**src/hdl/sfph_pkg.sv**
```systemverilog
// ============================================================================
// Shared constants and types for the serial flash protection and hold front.
// Assumes one 20 MHz system clock that samples every serial pin.
package sfph_pkg;
    // ========================================================================
    // Array geometry: 64K-byte blocks of 4K-byte sectors.
    localparam int          ADDR_W      = 24;
    localparam int          BLK_LSB     = 16;
    localparam int          BLK_W       = 7;
    localparam int          SEC_LSB     = 12;
    localparam int          SEC_W       = 11;
    localparam int          OTP_ROW_BIT = 9;
    localparam logic [23:0] ARRAY_TOP   = 24'h7FFFFF;

    // ========================================================================
    // Command opcodes.
    localparam logic [7:0] OP_SET_WRITE_LATCH = 8'h06;
    localparam logic [7:0] OP_CLR_WRITE_LATCH = 8'h04;
    localparam logic [7:0] OP_READ_STATUS     = 8'h05;
    localparam logic [7:0] OP_WRITE_STATUS    = 8'h01;
    localparam logic [7:0] OP_READ            = 8'h03;
    localparam logic [7:0] OP_PAGE_PROG       = 8'h02;
    localparam logic [7:0] OP_SECTOR_ERASE    = 8'h20;
    localparam logic [7:0] OP_BLOCK32_ERASE   = 8'h52;
    localparam logic [7:0] OP_BLOCK_ERASE     = 8'hD8;
    localparam logic [7:0] OP_CHIP_ERASE_A    = 8'h60;
    localparam logic [7:0] OP_CHIP_ERASE_B    = 8'hC7;
    localparam logic [7:0] OP_ENTER_SECURED   = 8'hA1;
    localparam logic [7:0] OP_EXIT_SECURED    = 8'hA2;
    localparam logic [7:0] OP_WRITE_SECUR     = 8'hA3;
    localparam logic [7:0] OP_READ_SECUR      = 8'hA4;

    // ========================================================================
    // Register field positions and values after reset.
    localparam int         STAT_WIP    = 0;
    localparam int         STAT_WEL    = 1;
    localparam int         STAT_BP_LSB = 2;
    localparam int         CFG_TB      = 3;
    localparam int         SECUR_FAC   = 0;
    localparam int         SECUR_CUST  = 1;
    localparam logic [3:0] RST_BP      = 4'h0;
    localparam logic       RST_TB      = 1'b0;

    // ========================================================================
    // Byte counts that a frame must end on to execute.
    localparam logic [2:0] LEN_SHORT    = 3'h1;
    localparam logic [2:0] LEN_WRSR1    = 3'h2;
    localparam logic [2:0] LEN_WRSR2    = 3'h3;
    localparam logic [2:0] LEN_ADDR     = 3'h4;
    localparam logic [2:0] LEN_PROG_MIN = 3'h5;
    localparam logic [2:0] LEN_SAT      = 3'h7;

    // ========================================================================
    // Types.
    typedef enum logic [5:0] {
        ST_IDLE   = 6'h01,
        ST_CMD    = 6'h02,
        ST_ADDR   = 6'h04,
        ST_DIN    = 6'h08,
        ST_OUT    = 6'h10,
        ST_REJECT = 6'h20
    } sfph_state_e;

    typedef enum logic [2:0] {
        K_READ = 3'h0,
        K_PROG = 3'h1,
        K_SE   = 3'h2,
        K_BE32 = 3'h3,
        K_BE   = 3'h4,
        K_CE   = 3'h5
    } sfph_kind_e;

    typedef struct packed {
        logic              valid;
        sfph_kind_e        kind;
        logic              otp;
        logic [ADDR_W-1:0] addr;
    } sfph_req_s;

    typedef struct packed {
        logic       valid;
        logic [7:0] data;
    } sfph_byte_s;

    typedef struct packed {
        logic cs_n;
        logic sclk;
        logic si;
        logic hold_n;
    } sfph_pins_s;

    localparam sfph_pins_s PINS_RST = 4'h9;
endpackage

```
**src/hdl/sfph_sync.sv**
```systemverilog
// ============================================================================
// Two-stage synchroniser for the serial pins.
// Assumes pins are asynchronous to clk_i; only stage two is read outside.
`timescale 1ns/100ps
module sfph_sync
    import sfph_pkg::*;
(
    // Clock and reset
    input  wire logic       clk_i,
    input  wire logic       reset_i,
    // Pins
    input  wire sfph_pins_s pins_i,
    output sfph_pins_s      pins_o
);
    typedef struct packed {
        sfph_pins_s meta;
        sfph_pins_s sync;
    } sfph_sync_s;

    sfph_sync_s q;
    sfph_sync_s d;

    // The first stage feeds only the second stage.
    always_comb begin
        d      = q;
        d.meta = pins_i;
        d.sync = q.meta;
    end

    // Idle levels after reset keep the front end deselected.
    always_ff @(posedge clk_i) begin
        if (reset_i) begin
            q <= {PINS_RST, PINS_RST};
        end else begin
            q <= d;
        end
    end

    assign pins_o = q.sync;
endmodule

```
**src/hdl/sfph_prot_map.sv**
```systemverilog
// ============================================================================
// Block protection decoder: is a 64K-byte block inside the protected range.
// Purely combinational; the caller feeds it from registered state and uses the result unregistered.
`timescale 1ns/100ps
module sfph_prot_map
    import sfph_pkg::*;
(
    // Protection setting
    input  wire logic [3:0]       level_i,
    input  wire logic             tb_i,
    // Block under test
    input  wire logic [BLK_W-1:0] blk_i,
    output logic                  prot_o
);
    // Bottom mode uses the block number, top mode its mirror 127 - n.
    function automatic logic prot_hit(input logic [3:0] lv, input logic tb,
                                      input logic [BLK_W-1:0] blk);
        logic [BLK_W:0] m;
        m = {1'b0, (tb ? blk : ~blk)};
        case (lv)
            4'h0:                   prot_hit = 1'b0;
            4'h7, 4'h8, 4'hF:       prot_hit = 1'b1;
            4'h1, 4'h2, 4'h3,
            4'h4, 4'h5, 4'h6:       prot_hit = m < (8'h01 << lv);
            default:                prot_hit = m >= (8'h01 << (4'hF - lv));
        endcase
    endfunction

    assign prot_o = prot_hit(level_i, tb_i, blk_i);
endmodule

```
**src/hdl/sfph_front.sv**
```systemverilog
// ============================================================================
// Serial flash front end: command framing, write latch, block protection,
// secured OTP rows and locks, and the pause (hold) function.
// Assumes the core returns read data within four clocks of a read request.
`timescale 1ns/100ps

// Summary of operation
// - Bottom mode: codes 1 to 6 protect lowest 2..64 blocks.
// - Codes 7, 8, 15 protect all 128 blocks; code 0 none.
// - Bottom mode: codes 9 to 14 protect from block 64..2 to 127.
// - Chip erase executes only when all four protect bits are zero.
// - OTP area is two 4096-bit rows: customer low, factory high.
// - Security bit 0 shows the factory lock of the upper row.
// - Write-security command locks customer row and sets security bit 1.
// - A locked row refuses every further change.
// - Secured mode blocks all main array access.
// - 64K-byte blocks of 4K-byte sectors up to address 7FFFFF.
// - Invalid command idles with output off until next select.
// - Sample on clock rise, shift out on fall; modes 0 and 3.
// - Read-type commands may end after any output bit.
// - Write-type commands execute only if select rises on a byte boundary.
// - Array access is ignored while an internal operation runs.
// - Pause never disturbs an internal write, program or erase.
// - Pause starts on hold low with select low, deferred until clock low.
// - Pause ends on hold high, deferred until clock low.
// - During pause output is off and input is ignored.
// - Select rising during pause resets the interface.
// - Pause is disabled in four-line data mode.
// - Top mode mirrors the ranges downward from block 127.
// - Data-changing commands need the write enable latch set.
module sfph_front
    import sfph_pkg::*;
(
    // Clock and reset
    input  wire logic       clk_i,
    input  wire logic       reset_i,
    // Serial pins
    input  wire logic       cs_n_i,
    input  wire logic       sclk_i,
    input  wire logic       si_i,
    input  wire logic       hold_n_i,
    output logic            so_o,
    output logic            so_oe_o,
    // Core side
    input  wire logic       busy_i,
    input  wire logic       quad_mode_i,
    input  wire logic       factory_lock_i,
    input  wire logic [7:0] array_data_i,
    output sfph_req_s       req_o,
    output sfph_byte_s      prog_byte_o,
    // Status
    output logic            write_enable_latch_o,
    output logic            otp_mode_o,
    output logic [3:0]      protect_level_o,
    output logic            top_bottom_o,
    output logic [1:0]      secur_o,
    output logic            held_o
);
    // ========================================================================
    // State.
    typedef struct packed {
        sfph_state_e       st;
        logic [2:0]        bitc;
        logic [2:0]        bytec;
        logic [2:0]        obit;
        logic [7:0]        shreg;
        logic [7:0]        opcode;
        logic [7:0]        data0;
        logic [7:0]        data1;
        logic [7:0]        outbuf;
        logic [ADDR_W-1:0] addr;
        logic              write_enable_latch;
        logic              otp;
        logic              cust;
        logic              fac;
        logic              tb;
        logic [3:0]        bp;
        logic              held;
        logic              sclk_p;
        logic              cs_p;
        logic              so;
        logic              so_oe;
        sfph_req_s         req;
        sfph_byte_s        wb;
    } sfph_front_s;

    sfph_front_s q;
    sfph_front_s d;
    sfph_pins_s  pin;
    logic        prot;

    sfph_sync u_sync (
        .clk_i   (clk_i),
        .reset_i (reset_i),
        .pins_i  ({cs_n_i, sclk_i, si_i, hold_n_i}),
        .pins_o  (pin)
    );

    // The block field of the latched address selects the protection test.
    sfph_prot_map u_prot (
        .level_i (q.bp),
        .tb_i    (q.tb),
        .blk_i   (q.addr[BLK_LSB +: BLK_W]),
        .prot_o  (prot)
    );

    // ========================================================================
    // Next state.
    always_comb begin
        logic       rise;
        logic       fall;
        logic       row_lock;
        logic       go;
        logic [7:0] nb;
        logic [7:0] src;
        logic [7:0] stat;
        rise = 1'b0;
        fall = 1'b0;
        row_lock = q.addr[OTP_ROW_BIT] ? q.fac : q.cust;
        go = 1'b0;
        nb = {q.shreg[6:0], pin.si};
        src = 8'h00;
        stat = 8'h00;
        stat[STAT_WIP] = busy_i;
        stat[STAT_WEL] = q.write_enable_latch;
        stat[STAT_BP_LSB +: 4] = q.bp;

        d = q;
        d.req.valid = 1'b0;
        d.wb.valid = 1'b0;
        d.sclk_p = pin.sclk;
        d.cs_p = pin.cs_n;
        d.fac = q.fac | factory_lock_i;

        if (pin.cs_n) begin
            // Select high ends the frame; writes execute only on a byte boundary.
            if (!q.cs_p && q.bitc == 3'h0 && q.st != ST_REJECT) begin
                go = q.write_enable_latch && !busy_i;
                case (q.opcode)
                    OP_SET_WRITE_LATCH: begin
                        if (q.bytec == LEN_SHORT) d.write_enable_latch = 1'b1;
                    end
                    OP_CLR_WRITE_LATCH: begin
                        if (q.bytec == LEN_SHORT) d.write_enable_latch = 1'b0;
                    end
                    OP_ENTER_SECURED: begin
                        if (q.bytec == LEN_SHORT) d.otp = 1'b1;
                    end
                    OP_EXIT_SECURED: begin
                        if (q.bytec == LEN_SHORT) d.otp = 1'b0;
                    end
                    OP_WRITE_SECUR: begin
                        if (q.bytec == LEN_SHORT && go) begin
                            d.cust = 1'b1;
                            d.write_enable_latch = 1'b0;
                        end
                    end
                    OP_WRITE_STATUS: begin
                        if ((q.bytec == LEN_WRSR1 || q.bytec == LEN_WRSR2) && go) begin
                            d.bp = q.data0[STAT_BP_LSB +: 4];
                            if (q.bytec == LEN_WRSR2) d.tb = q.data1[CFG_TB];
                            d.write_enable_latch = 1'b0;
                        end
                    end
                    OP_PAGE_PROG: begin
                        if (q.bytec >= LEN_PROG_MIN && go && (q.otp ? !row_lock : !prot)) begin
                            d.req = '{1'b1, K_PROG, q.otp, q.addr};
                            d.write_enable_latch = 1'b0;
                        end
                    end
                    OP_SECTOR_ERASE, OP_BLOCK32_ERASE, OP_BLOCK_ERASE: begin
                        if (q.bytec == LEN_ADDR && go && !q.otp && !prot) begin
                            d.req.valid = 1'b1;
                            d.req.kind = (q.opcode == OP_SECTOR_ERASE) ? K_SE :
                                         (q.opcode == OP_BLOCK_ERASE) ? K_BE : K_BE32;
                            d.req.otp = 1'b0;
                            d.req.addr = q.addr;
                            d.write_enable_latch = 1'b0;
                        end
                    end
                    OP_CHIP_ERASE_A, OP_CHIP_ERASE_B: begin
                        if (q.bytec == LEN_SHORT && go && !q.otp && q.bp == 4'h0) begin
                            d.req = '{1'b1, K_CE, 1'b0, '0};
                            d.write_enable_latch = 1'b0;
                        end
                    end
                    default: begin
                    end
                endcase
            end
            // Any rise of select, held or not, clears the interface logic.
            d.st = ST_IDLE;
            d.held = 1'b0;
            d.so_oe = 1'b0;
        end else if (q.cs_p) begin
            // Select fall opens a frame whatever the clock level (mode 0 or 3).
            d.st = ST_CMD;
            d.bitc = 3'h0;
            d.bytec = 3'h0;
            d.obit = 3'h0;
            d.opcode = 8'h00;
        end else begin
            // Pause follows the pin levels only while the clock is low.
            if (!q.held && !pin.hold_n && !pin.sclk && !quad_mode_i) begin
                d.held = 1'b1;
            end else if (q.held && (pin.hold_n || quad_mode_i) && !pin.sclk) begin
                d.held = 1'b0;
            end
            rise = pin.sclk && !q.sclk_p && !q.held;
            fall = !pin.sclk && q.sclk_p && !q.held;

            // Input bits are taken on rising clock edges.
            if (rise && (q.st == ST_CMD || q.st == ST_ADDR || q.st == ST_DIN)) begin
                d.shreg = nb;
                d.bitc = q.bitc + 3'h1;
                if (q.bitc == 3'h7) begin
                    d.bytec = (q.bytec == LEN_SAT) ? q.bytec : q.bytec + 3'h1;
                    case (q.st)
                        ST_CMD: begin
                            d.opcode = nb;
                            case (nb)
                                OP_READ, OP_PAGE_PROG, OP_SECTOR_ERASE,
                                OP_BLOCK32_ERASE, OP_BLOCK_ERASE:
                                    d.st = ST_ADDR;
                                OP_READ_STATUS, OP_READ_SECUR:
                                    d.st = ST_OUT;
                                OP_SET_WRITE_LATCH, OP_CLR_WRITE_LATCH, OP_ENTER_SECURED,
                                OP_EXIT_SECURED, OP_WRITE_SECUR, OP_WRITE_STATUS,
                                OP_CHIP_ERASE_A, OP_CHIP_ERASE_B:
                                    d.st = ST_DIN;
                                default:
                                    d.st = ST_REJECT;
                            endcase
                        end
                        ST_ADDR: begin
                            d.addr = {q.addr[15:0], nb};
                            if (q.bytec == LEN_ADDR - 3'h1) begin
                                if (q.opcode != OP_READ) begin
                                    d.st = ST_DIN;
                                end else if (busy_i) begin
                                    d.st = ST_REJECT;
                                end else begin
                                    d.st = ST_OUT;
                                    d.req = '{1'b1, K_READ, q.otp, {q.addr[15:0], nb} & ARRAY_TOP};
                                end
                            end
                        end
                        default: begin
                            if (q.bytec == LEN_SHORT) d.data0 = nb;
                            if (q.bytec == LEN_WRSR1) d.data1 = nb;
                            if (q.opcode == OP_PAGE_PROG) d.wb = '{1'b1, nb};
                        end
                    endcase
                end
            end

            // Output bits are shifted on falling clock edges.
            if (fall && q.st == ST_OUT) begin
                case (q.opcode)
                    OP_READ:        src = array_data_i;
                    OP_READ_STATUS: src = stat;
                    default:        src = {6'h00, q.cust, q.fac};
                endcase
                if (q.obit != 3'h0) src = q.outbuf;
                d.so = src[7];
                d.outbuf = {src[6:0], 1'b0};
                d.obit = q.obit + 3'h1;
                if (q.opcode == OP_READ && q.obit == 3'h7 && !busy_i) begin
                    d.addr = (q.addr + 24'h000001) & ARRAY_TOP;
                    d.req = '{1'b1, K_READ, q.otp, (q.addr + 24'h000001) & ARRAY_TOP};
                end
            end
            d.so_oe = (d.st == ST_OUT) && !d.held;
        end
    end

    // ========================================================================
    // State register. Requests already passed to the core are never
    // recalled by a pause, so an internal operation runs to its end.
    always_ff @(posedge clk_i) begin
        if (reset_i) begin
            q <= '0;
            q.st <= ST_IDLE;
            q.cs_p <= 1'b1;
            q.bp <= RST_BP;
            q.tb <= RST_TB;
        end else begin
            q <= d;
        end
    end

    // ========================================================================
    // Outputs, all taken straight from the state register.
    assign so_o                 = q.so;
    assign so_oe_o              = q.so_oe;
    assign req_o                = q.req;
    assign prog_byte_o          = q.wb;
    assign write_enable_latch_o = q.write_enable_latch;
    assign otp_mode_o           = q.otp;
    assign protect_level_o      = q.bp;
    assign top_bottom_o         = q.tb;
    assign secur_o              = {q.cust, q.fac};
    assign held_o               = q.held;
endmodule

```
**config.mk**
```make
export PLATFORM = sky130hd
export DESIGN_NAME = sfph_front
export DESIGN_NICKNAME = d
export VERILOG_FILES = /design/src/hdl/sfph_pkg.sv /design/src/hdl/sfph_sync.sv /design/src/hdl/sfph_prot_map.sv /design/src/hdl/sfph_front.sv
export SDC_FILE = /design/constraint.sdc
export NUM_CORES = 1
export LEC_CHECK = 0
export BUFFER_PORTS_ARGS = -buffer_cell sky130_fd_sc_hd__buf_2
export CORE_MARGIN = 3
export CORE_UTILIZATION = 40
export DETAILED_ROUTE_END_ITERATION = 10
export SYNTH_ARGS = -nofsm -noshare
export SYNTH_HDL_FRONTEND = slang
export SYNTH_SLANG_ARGS = --single-unit
```
**constraint.sdc**
```tcl
create_clock -name clk_i -period 3 [get_ports clk_i]
set_input_delay 0.3 -clock clk_i [delete_from_list [all_inputs] [get_ports clk_i]]
set_output_delay 0.3 -clock clk_i [all_outputs]
set_load 0.01 [all_outputs]
```
After elaboration in Yosys (flattened, before gate mapping)
Cells that the tools add are included.
{"block": "word_totals", "reg_bits": 137, "latch_bits": 0, "ramBits": 0, "romBits": 0, "inputBits": 17, "out_inout_bits": 50, "word_cells": 263, "mem_count": 0}
{"block": "op_classes", "add_sub_neg": 5, "mul": 0, "div": 0, "n_lt_le_gt_ge": 3, "n_eq_ne": 68, "n_shift": 2, "n_mux": 63, "n_bitwise": 7, "reduce_logical": 79}
{"cell": "$mux W29", "n": 11}
{"cell": "$mux W24", "n": 7}
{"cell": "$mux W38", "n": 3}
{"cell": "$eq A8 B8 Y1 const B", "n": 11}
{"cell": "$pmux W29 S3", "n": 1}
{"cell": "$eq A8 B3 Y1 const B", "n": 6}
{"cell": "$mux W8", "n": 5}
{"cell": "$mux W12", "n": 3}
{"cell": "$eq A8 B2 Y1 const B", "n": 4}
{"cell": "$eq A8 B7 Y1 const B", "n": 4}
{"cell": "$logic_and A1 B1 Y1", "n": 26}
{"cell": "$mux W6", "n": 4}
{"cell": "$reduce_and A6 Y1", "n": 4}
{"cell": "$add A23 B1 Y23 const B", "n": 1}
{"cell": "$ne A2 B2 Y1 const B", "n": 10}
{"cell": "$mux W9", "n": 2}
{"cell": "$pmux W6 S3", "n": 1}
{"cell": "$eq A4 B3 Y1 const B", "n": 4}
{"cell": "$eq A8 B1 Y1 const B", "n": 2}
{"cell": "$eq A8 B6 Y1 const B", "n": 2}
{"cell": "$mux W16", "n": 1}
{"cell": "$pmux W8 S2", "n": 1}
{"cell": "$reduce_and A4 Y1", "n": 4}
{"cell": "$shl A1 B4 Y8 const A", "n": 2}
{"cell": "other kinds (49)", "n": 108}

Depth between registers and ports, before layout
{"block": "logic_depth", "depth_word": 11, "mapped_depth": 14, "mapped_depth_nobuf": 11}

By module
A second synthesis with hierarchy kept.
{"block": "hier_totals", "hier_cells": 990, "area_unflattened_um2": 7811.2}
{"module": "sfph_front", "instances": 1, "cells_per_inst": 904, "area_each_um2": 7091.8, "seq_area_each_um2": 2362.3}
{"module": "sfph_prot_map", "instances": 1, "cells_per_inst": 70, "area_each_um2": 509.2, "seq_area_each_um2": 0.0}
{"module": "sfph_sync", "instances": 1, "cells_per_inst": 16, "area_each_um2": 210.2, "seq_area_each_um2": 160.2}

Worst setup path after synthesis
OpenSTA, ideal clock, no wires.
{"block": "synth_timing", "kind": "reg2reg", "from": "register q (netlist bit protect_level_o[3])", "to": "register q (netlist bit req_o[13])", "setup_ns": 0.122, "arrival_time_ns": 2.884, "setup_slack_ns": -0.006, "path_stages_with_launch": 14, "path_buffers": 2, "synth_period_minus_slack_ns": 3.006, "path_cell_list": "dfxtp_1 -> clkbuf_1 -> nor2b_1 -> nand2_1 -> ha_1 -> a21o_1 -> a2111oi_0 -> o21ai_0 -> o211a_1 -> a21oi_2 -> a21oi_2 -> o21ba_1 -> buf_6 -> a221o_1"}
{"block": "synth_via", "elab_chain_len": 9}
{"item": "from (decl)", "line": "sfph_front.sv:87", "source": "sfph_front_s q;"}
{"item": "$sub A4 B4 Y4", "line": "sfph_prot_map.sv:25", "source": "default: prot_hit = m >= (8'h01 << (4'hF - lv));"}
{"item": "$shl A1 B4 Y8", "line": "sfph_prot_map.sv:25"}
{"item": "$ge A7 B8 Y1", "line": "sfph_prot_map.sv:25"}
{"item": "$pmux W1 S3", "line": "sfph_prot_map.sv:20", "source": "case (lv)"}
{"item": "$logic_not A1 Y1", "line": "sfph_front.sv:166, sfph_front.sv:172"}
{"item": "$mux W1", "line": "sfph_front.sv:166", "source": "if (q.bytec >= LEN_PROG_MIN && go && (q.otp ? !row_lock : !prot)) begin"}
{"item": "$logic_and A1 B1 Y1", "line": "sfph_front.sv:166"}
{"item": "$ne A3 B3 Y1 (no source line)"}
{"item": "$reduce_and A6 Y1 (no source line) *"}
Mark *: on every way between the ends. The rest lies on a longest branch, timed or not.
A chain may end at the register's enable or synchronous reset.

Worst setup path after layout
{"block": "layout_timing", "from": "register q (netlist bit protect_level_o[1])", "to": "register q (netlist bit req_o[8])"}
The elaborated chain is that of the path after synthesis.

==> results.md <==
- Status: completed
- Max-cap violations: 0
- RSZ-0062 raised after global routing: yes
- Syn avg cell area: 7.865 um^2
- Met2 Wirelength: 10560 um
- Gr ovfl total: 0
- CTS sink count: 126
- DR iter-0 viols: 699
- Final hold violations: 0
- Area Overhead vs Synth: 14.22%
- Register area share after synthesis: 0.3266
- WL met1: 10280 um
- CP Launch Type: register
- DRC Markers: 0
- Relative slew slack: 0.4957
- Asr flop ratio synth: 0
- Synth Warn #: 0
- HPWL after DPL: 16490 um
- Worst skew pair latency: 0.42 ns
- Fillers: 1874
- Total CTS buffers: 17
- Die Ht: 145.0 um
- Max Freq: 350.2 MHz
- Pin count of the biggest net entering global routing: 55
- Total track usage: 0.2129
- WL final: 22960 um
- VDD IR-drop max: 0.4333 mV
- LEAKAGE: 0.003297 uW
- Nets: 1050
- Skew final: 0.009548 ns
- WHS: 0.06705 ns
- Root Buffer: clkbuf_16
- Flops & latches, synth: 126
- CP max FO: 6
- Die Wd: 145.0 um
- Synth cell types: 76
- Die area: 21010 um^2
- Port bufs: 66
- Crit end category: register
- CTS tree: yes
- RD Place Congestion: 0.9171
- CTS hold repair buffers: 0
- Initial antenna violation count: 0
- Routed Antenna Nets: 0
- Data required, critical path: 3.31 ns
- Syn Inst Count: 982
- Fin crit period: 2.856 ns
- Final Cycle Share: 0.9519
- Number of flops mapped to enable cells by yosys: 0
- Crit path kind: reg2reg
- Share of cells above drive strength 1: 0.1827
- Pwr per Cell Area: 440.3 nW/um^2
- Critical Path AT: 3.16 ns
- # IOs: 67
- Top cells by area, synth: dfxtp_1 (33%), nor2_1 (5.3%), a21oi_1 (5.2%)
- Met3 Wirelength: 1803 um
- Worst slew pin tran: 0.7506 ns
- Starting Density: 0.4102
- Routed vias: 7263
- Avg WL per Cell: 17.97 um
- Drt first pass iters: 5
- Row cnt: 50
- CTS H-tree depth: 4
- HP Class: in2reg
- Max Slew Vio Count: 0
- Syn_nets: 1025
- Commonest non-fill, non-tap cell in the layout: dfxtp_1
- Deepest clock path buffer count: 2
- Ant. Diodes: 0
- DR vias/cell: 5.683
- Worst-path clk slew: 0.06 ns
- Vias in the first global route: 6661
- First-pass GRT wire length: 36400 um
- Core Box Area: 18830 um^2
- Area share of the largest cell type after synthesis: 0.3266
- Cell taking the most area after synthesis: dfxtp_1
- Post-Syn Area: 7724 um^2
- Setup-failing EPs final: 0
- Setup tns final: 0 ns
- DR top layer: met4
- Commonest non-fill, non-tap cells in the layout: dfxtp_1 (125), nor2_1 (109), nand2_1 (91)
- Post-synth top flop: dfxtp_1
## sequential cells by signal (all words and copies together), names as in the netlist, 2 cells and up
signal and count:
u_sync.d 4, u_sync.pins_o 4, secur_o 2, q 68
protect_level_o 4, prog_byte_o 9, req_o 29
## final timing paths
kind	depth (start not counted)	to	slack [ns]	from
max	12	req_o[8]	0.14	protect_level_o[1]
min	2	u_sync.d[3]	0.07	cs_n_i
max reg2reg	12	req_o[8]	0.14	protect_level_o[1]
min reg2reg	1	u_sync.pins_o[0]	0.41	u_sync.d[0]
## synth_stat cells, drive strengths merged (3+ instances only)
cell       n
xnor2     18
a21o       5
nor2     113
a2bb2oi    3
ha        26
dfxtp    126
a211o      3
a211oi    19
and3      18
o22ai      6
nand3b     3
a32o       3
or2        8
a22o       8
a22oi      4
nand2     91
o2111ai    3
mux2i     35
nor3      25
a221oi     5
and2       9
nor2b     26
o211ai     5
or3        5
and4b      3
o21ai     59
inv       17
nand2b    10
a21oi     85
a221o     15
xor2       5
buf       60
nand3     51
nand4      9
a311oi     3
nor4       6
clkbuf    53
a31oi      9
## report_power, final
| part | total, uW | leakage (uW) | internal (uW) | switching [uW] |
|---|---|---|---|---|
| Sequential | 1690 | 0.00102 | 1680 | 8.37 |
| Clock | 2110 | 0.000297 | 1370 | 742 |
| Combinational | 86.1 | 0.00198 | 28.9 | 57.3 |
| Total | 3880 | 0.00330 | 3080 | 808 |
## critical path: stages (launching register included)
cell	delay, ns
dfxtp_4	0.38
nor2b_2	0.17
nand2_1	0.07
ha_1	0.30
a21o_1	0.19
a2111oi_2	0.37
o21ai_1	0.13
o211a_1	0.18
a21oi_2	0.18
a21oi_2	0.11
nor2b_4	0.17
buf_4	0.18
a221o_1	0.33
## what timing repair did
action,in CTS,in global routing
cloned,0,1
setup buffers,0,1
resized for setup,1,17
pin swaps,0,0
endpoints found under the hold margin,0,0
setup endpoints to repair,1,30
## kinds of logic after synthesis
logic type / after synthesis / share of synthesized area
buffers and inverters: 130 / 0.08975
AND/OR/NAND/NOR: 387 / 0.2537
flip-flops: 126 / 0.3266
adder cells (fa/ha/maj): 26 / 0.04212
AO/OA/AOI/OAI: 255 / 0.2164
XOR/XNOR: 23 / 0.02608
multiplexers: 35 / 0.04536
## metrics by stage
| step | cells | utilization | setup WS [ns] | total power (uW) | area (um^2) |
|---|---|---|---|---|---|
| after floorplan | 982 | - | 0.08791 | 1776 | 7725 |
| after detailed placement | 1246 | 0.4335 | 0.04163 | 1810 | 8163 |
| after CTS | 1276 | 0.4655 | 0.02705 | 3915 | 8766 |
| after global routing | 1278 | 0.4685 | -0.06597 | 3998 | 8822 |
| after global placement | 1246 | 0.4335 | 0.07232 | 1809 | 8163 |
| final | 1278 | 0.4685 | 0.1443 | 3884 | 8822 |
## metal layers
metal / vias to the layer above / track usage
met2: 280 / 0.3423
met5: - / 0
met3: 31 / 0.04716
met4: 0 / 0.05226
met1: 3416 / 0.2921
li1: 3536 / -
## cell type report
type / instances / area, um^2 / area share
Tap cell: 260 / 325.3 / 0.03687
Sequential cell: 126 / 2526 / 0.2863
Clock inverter: 5 / 77.57 / 0.008793
Multi-Input combinational cell: 726 / 4544 / 0.5151
Clock buffer: 25 / 525.5 / 0.05957
Inverter: 17 / 63.81 / 0.007233
Timing Repair Buffer: 119 / 759.5 / 0.08609
Power figures use the tool's default switching activity.
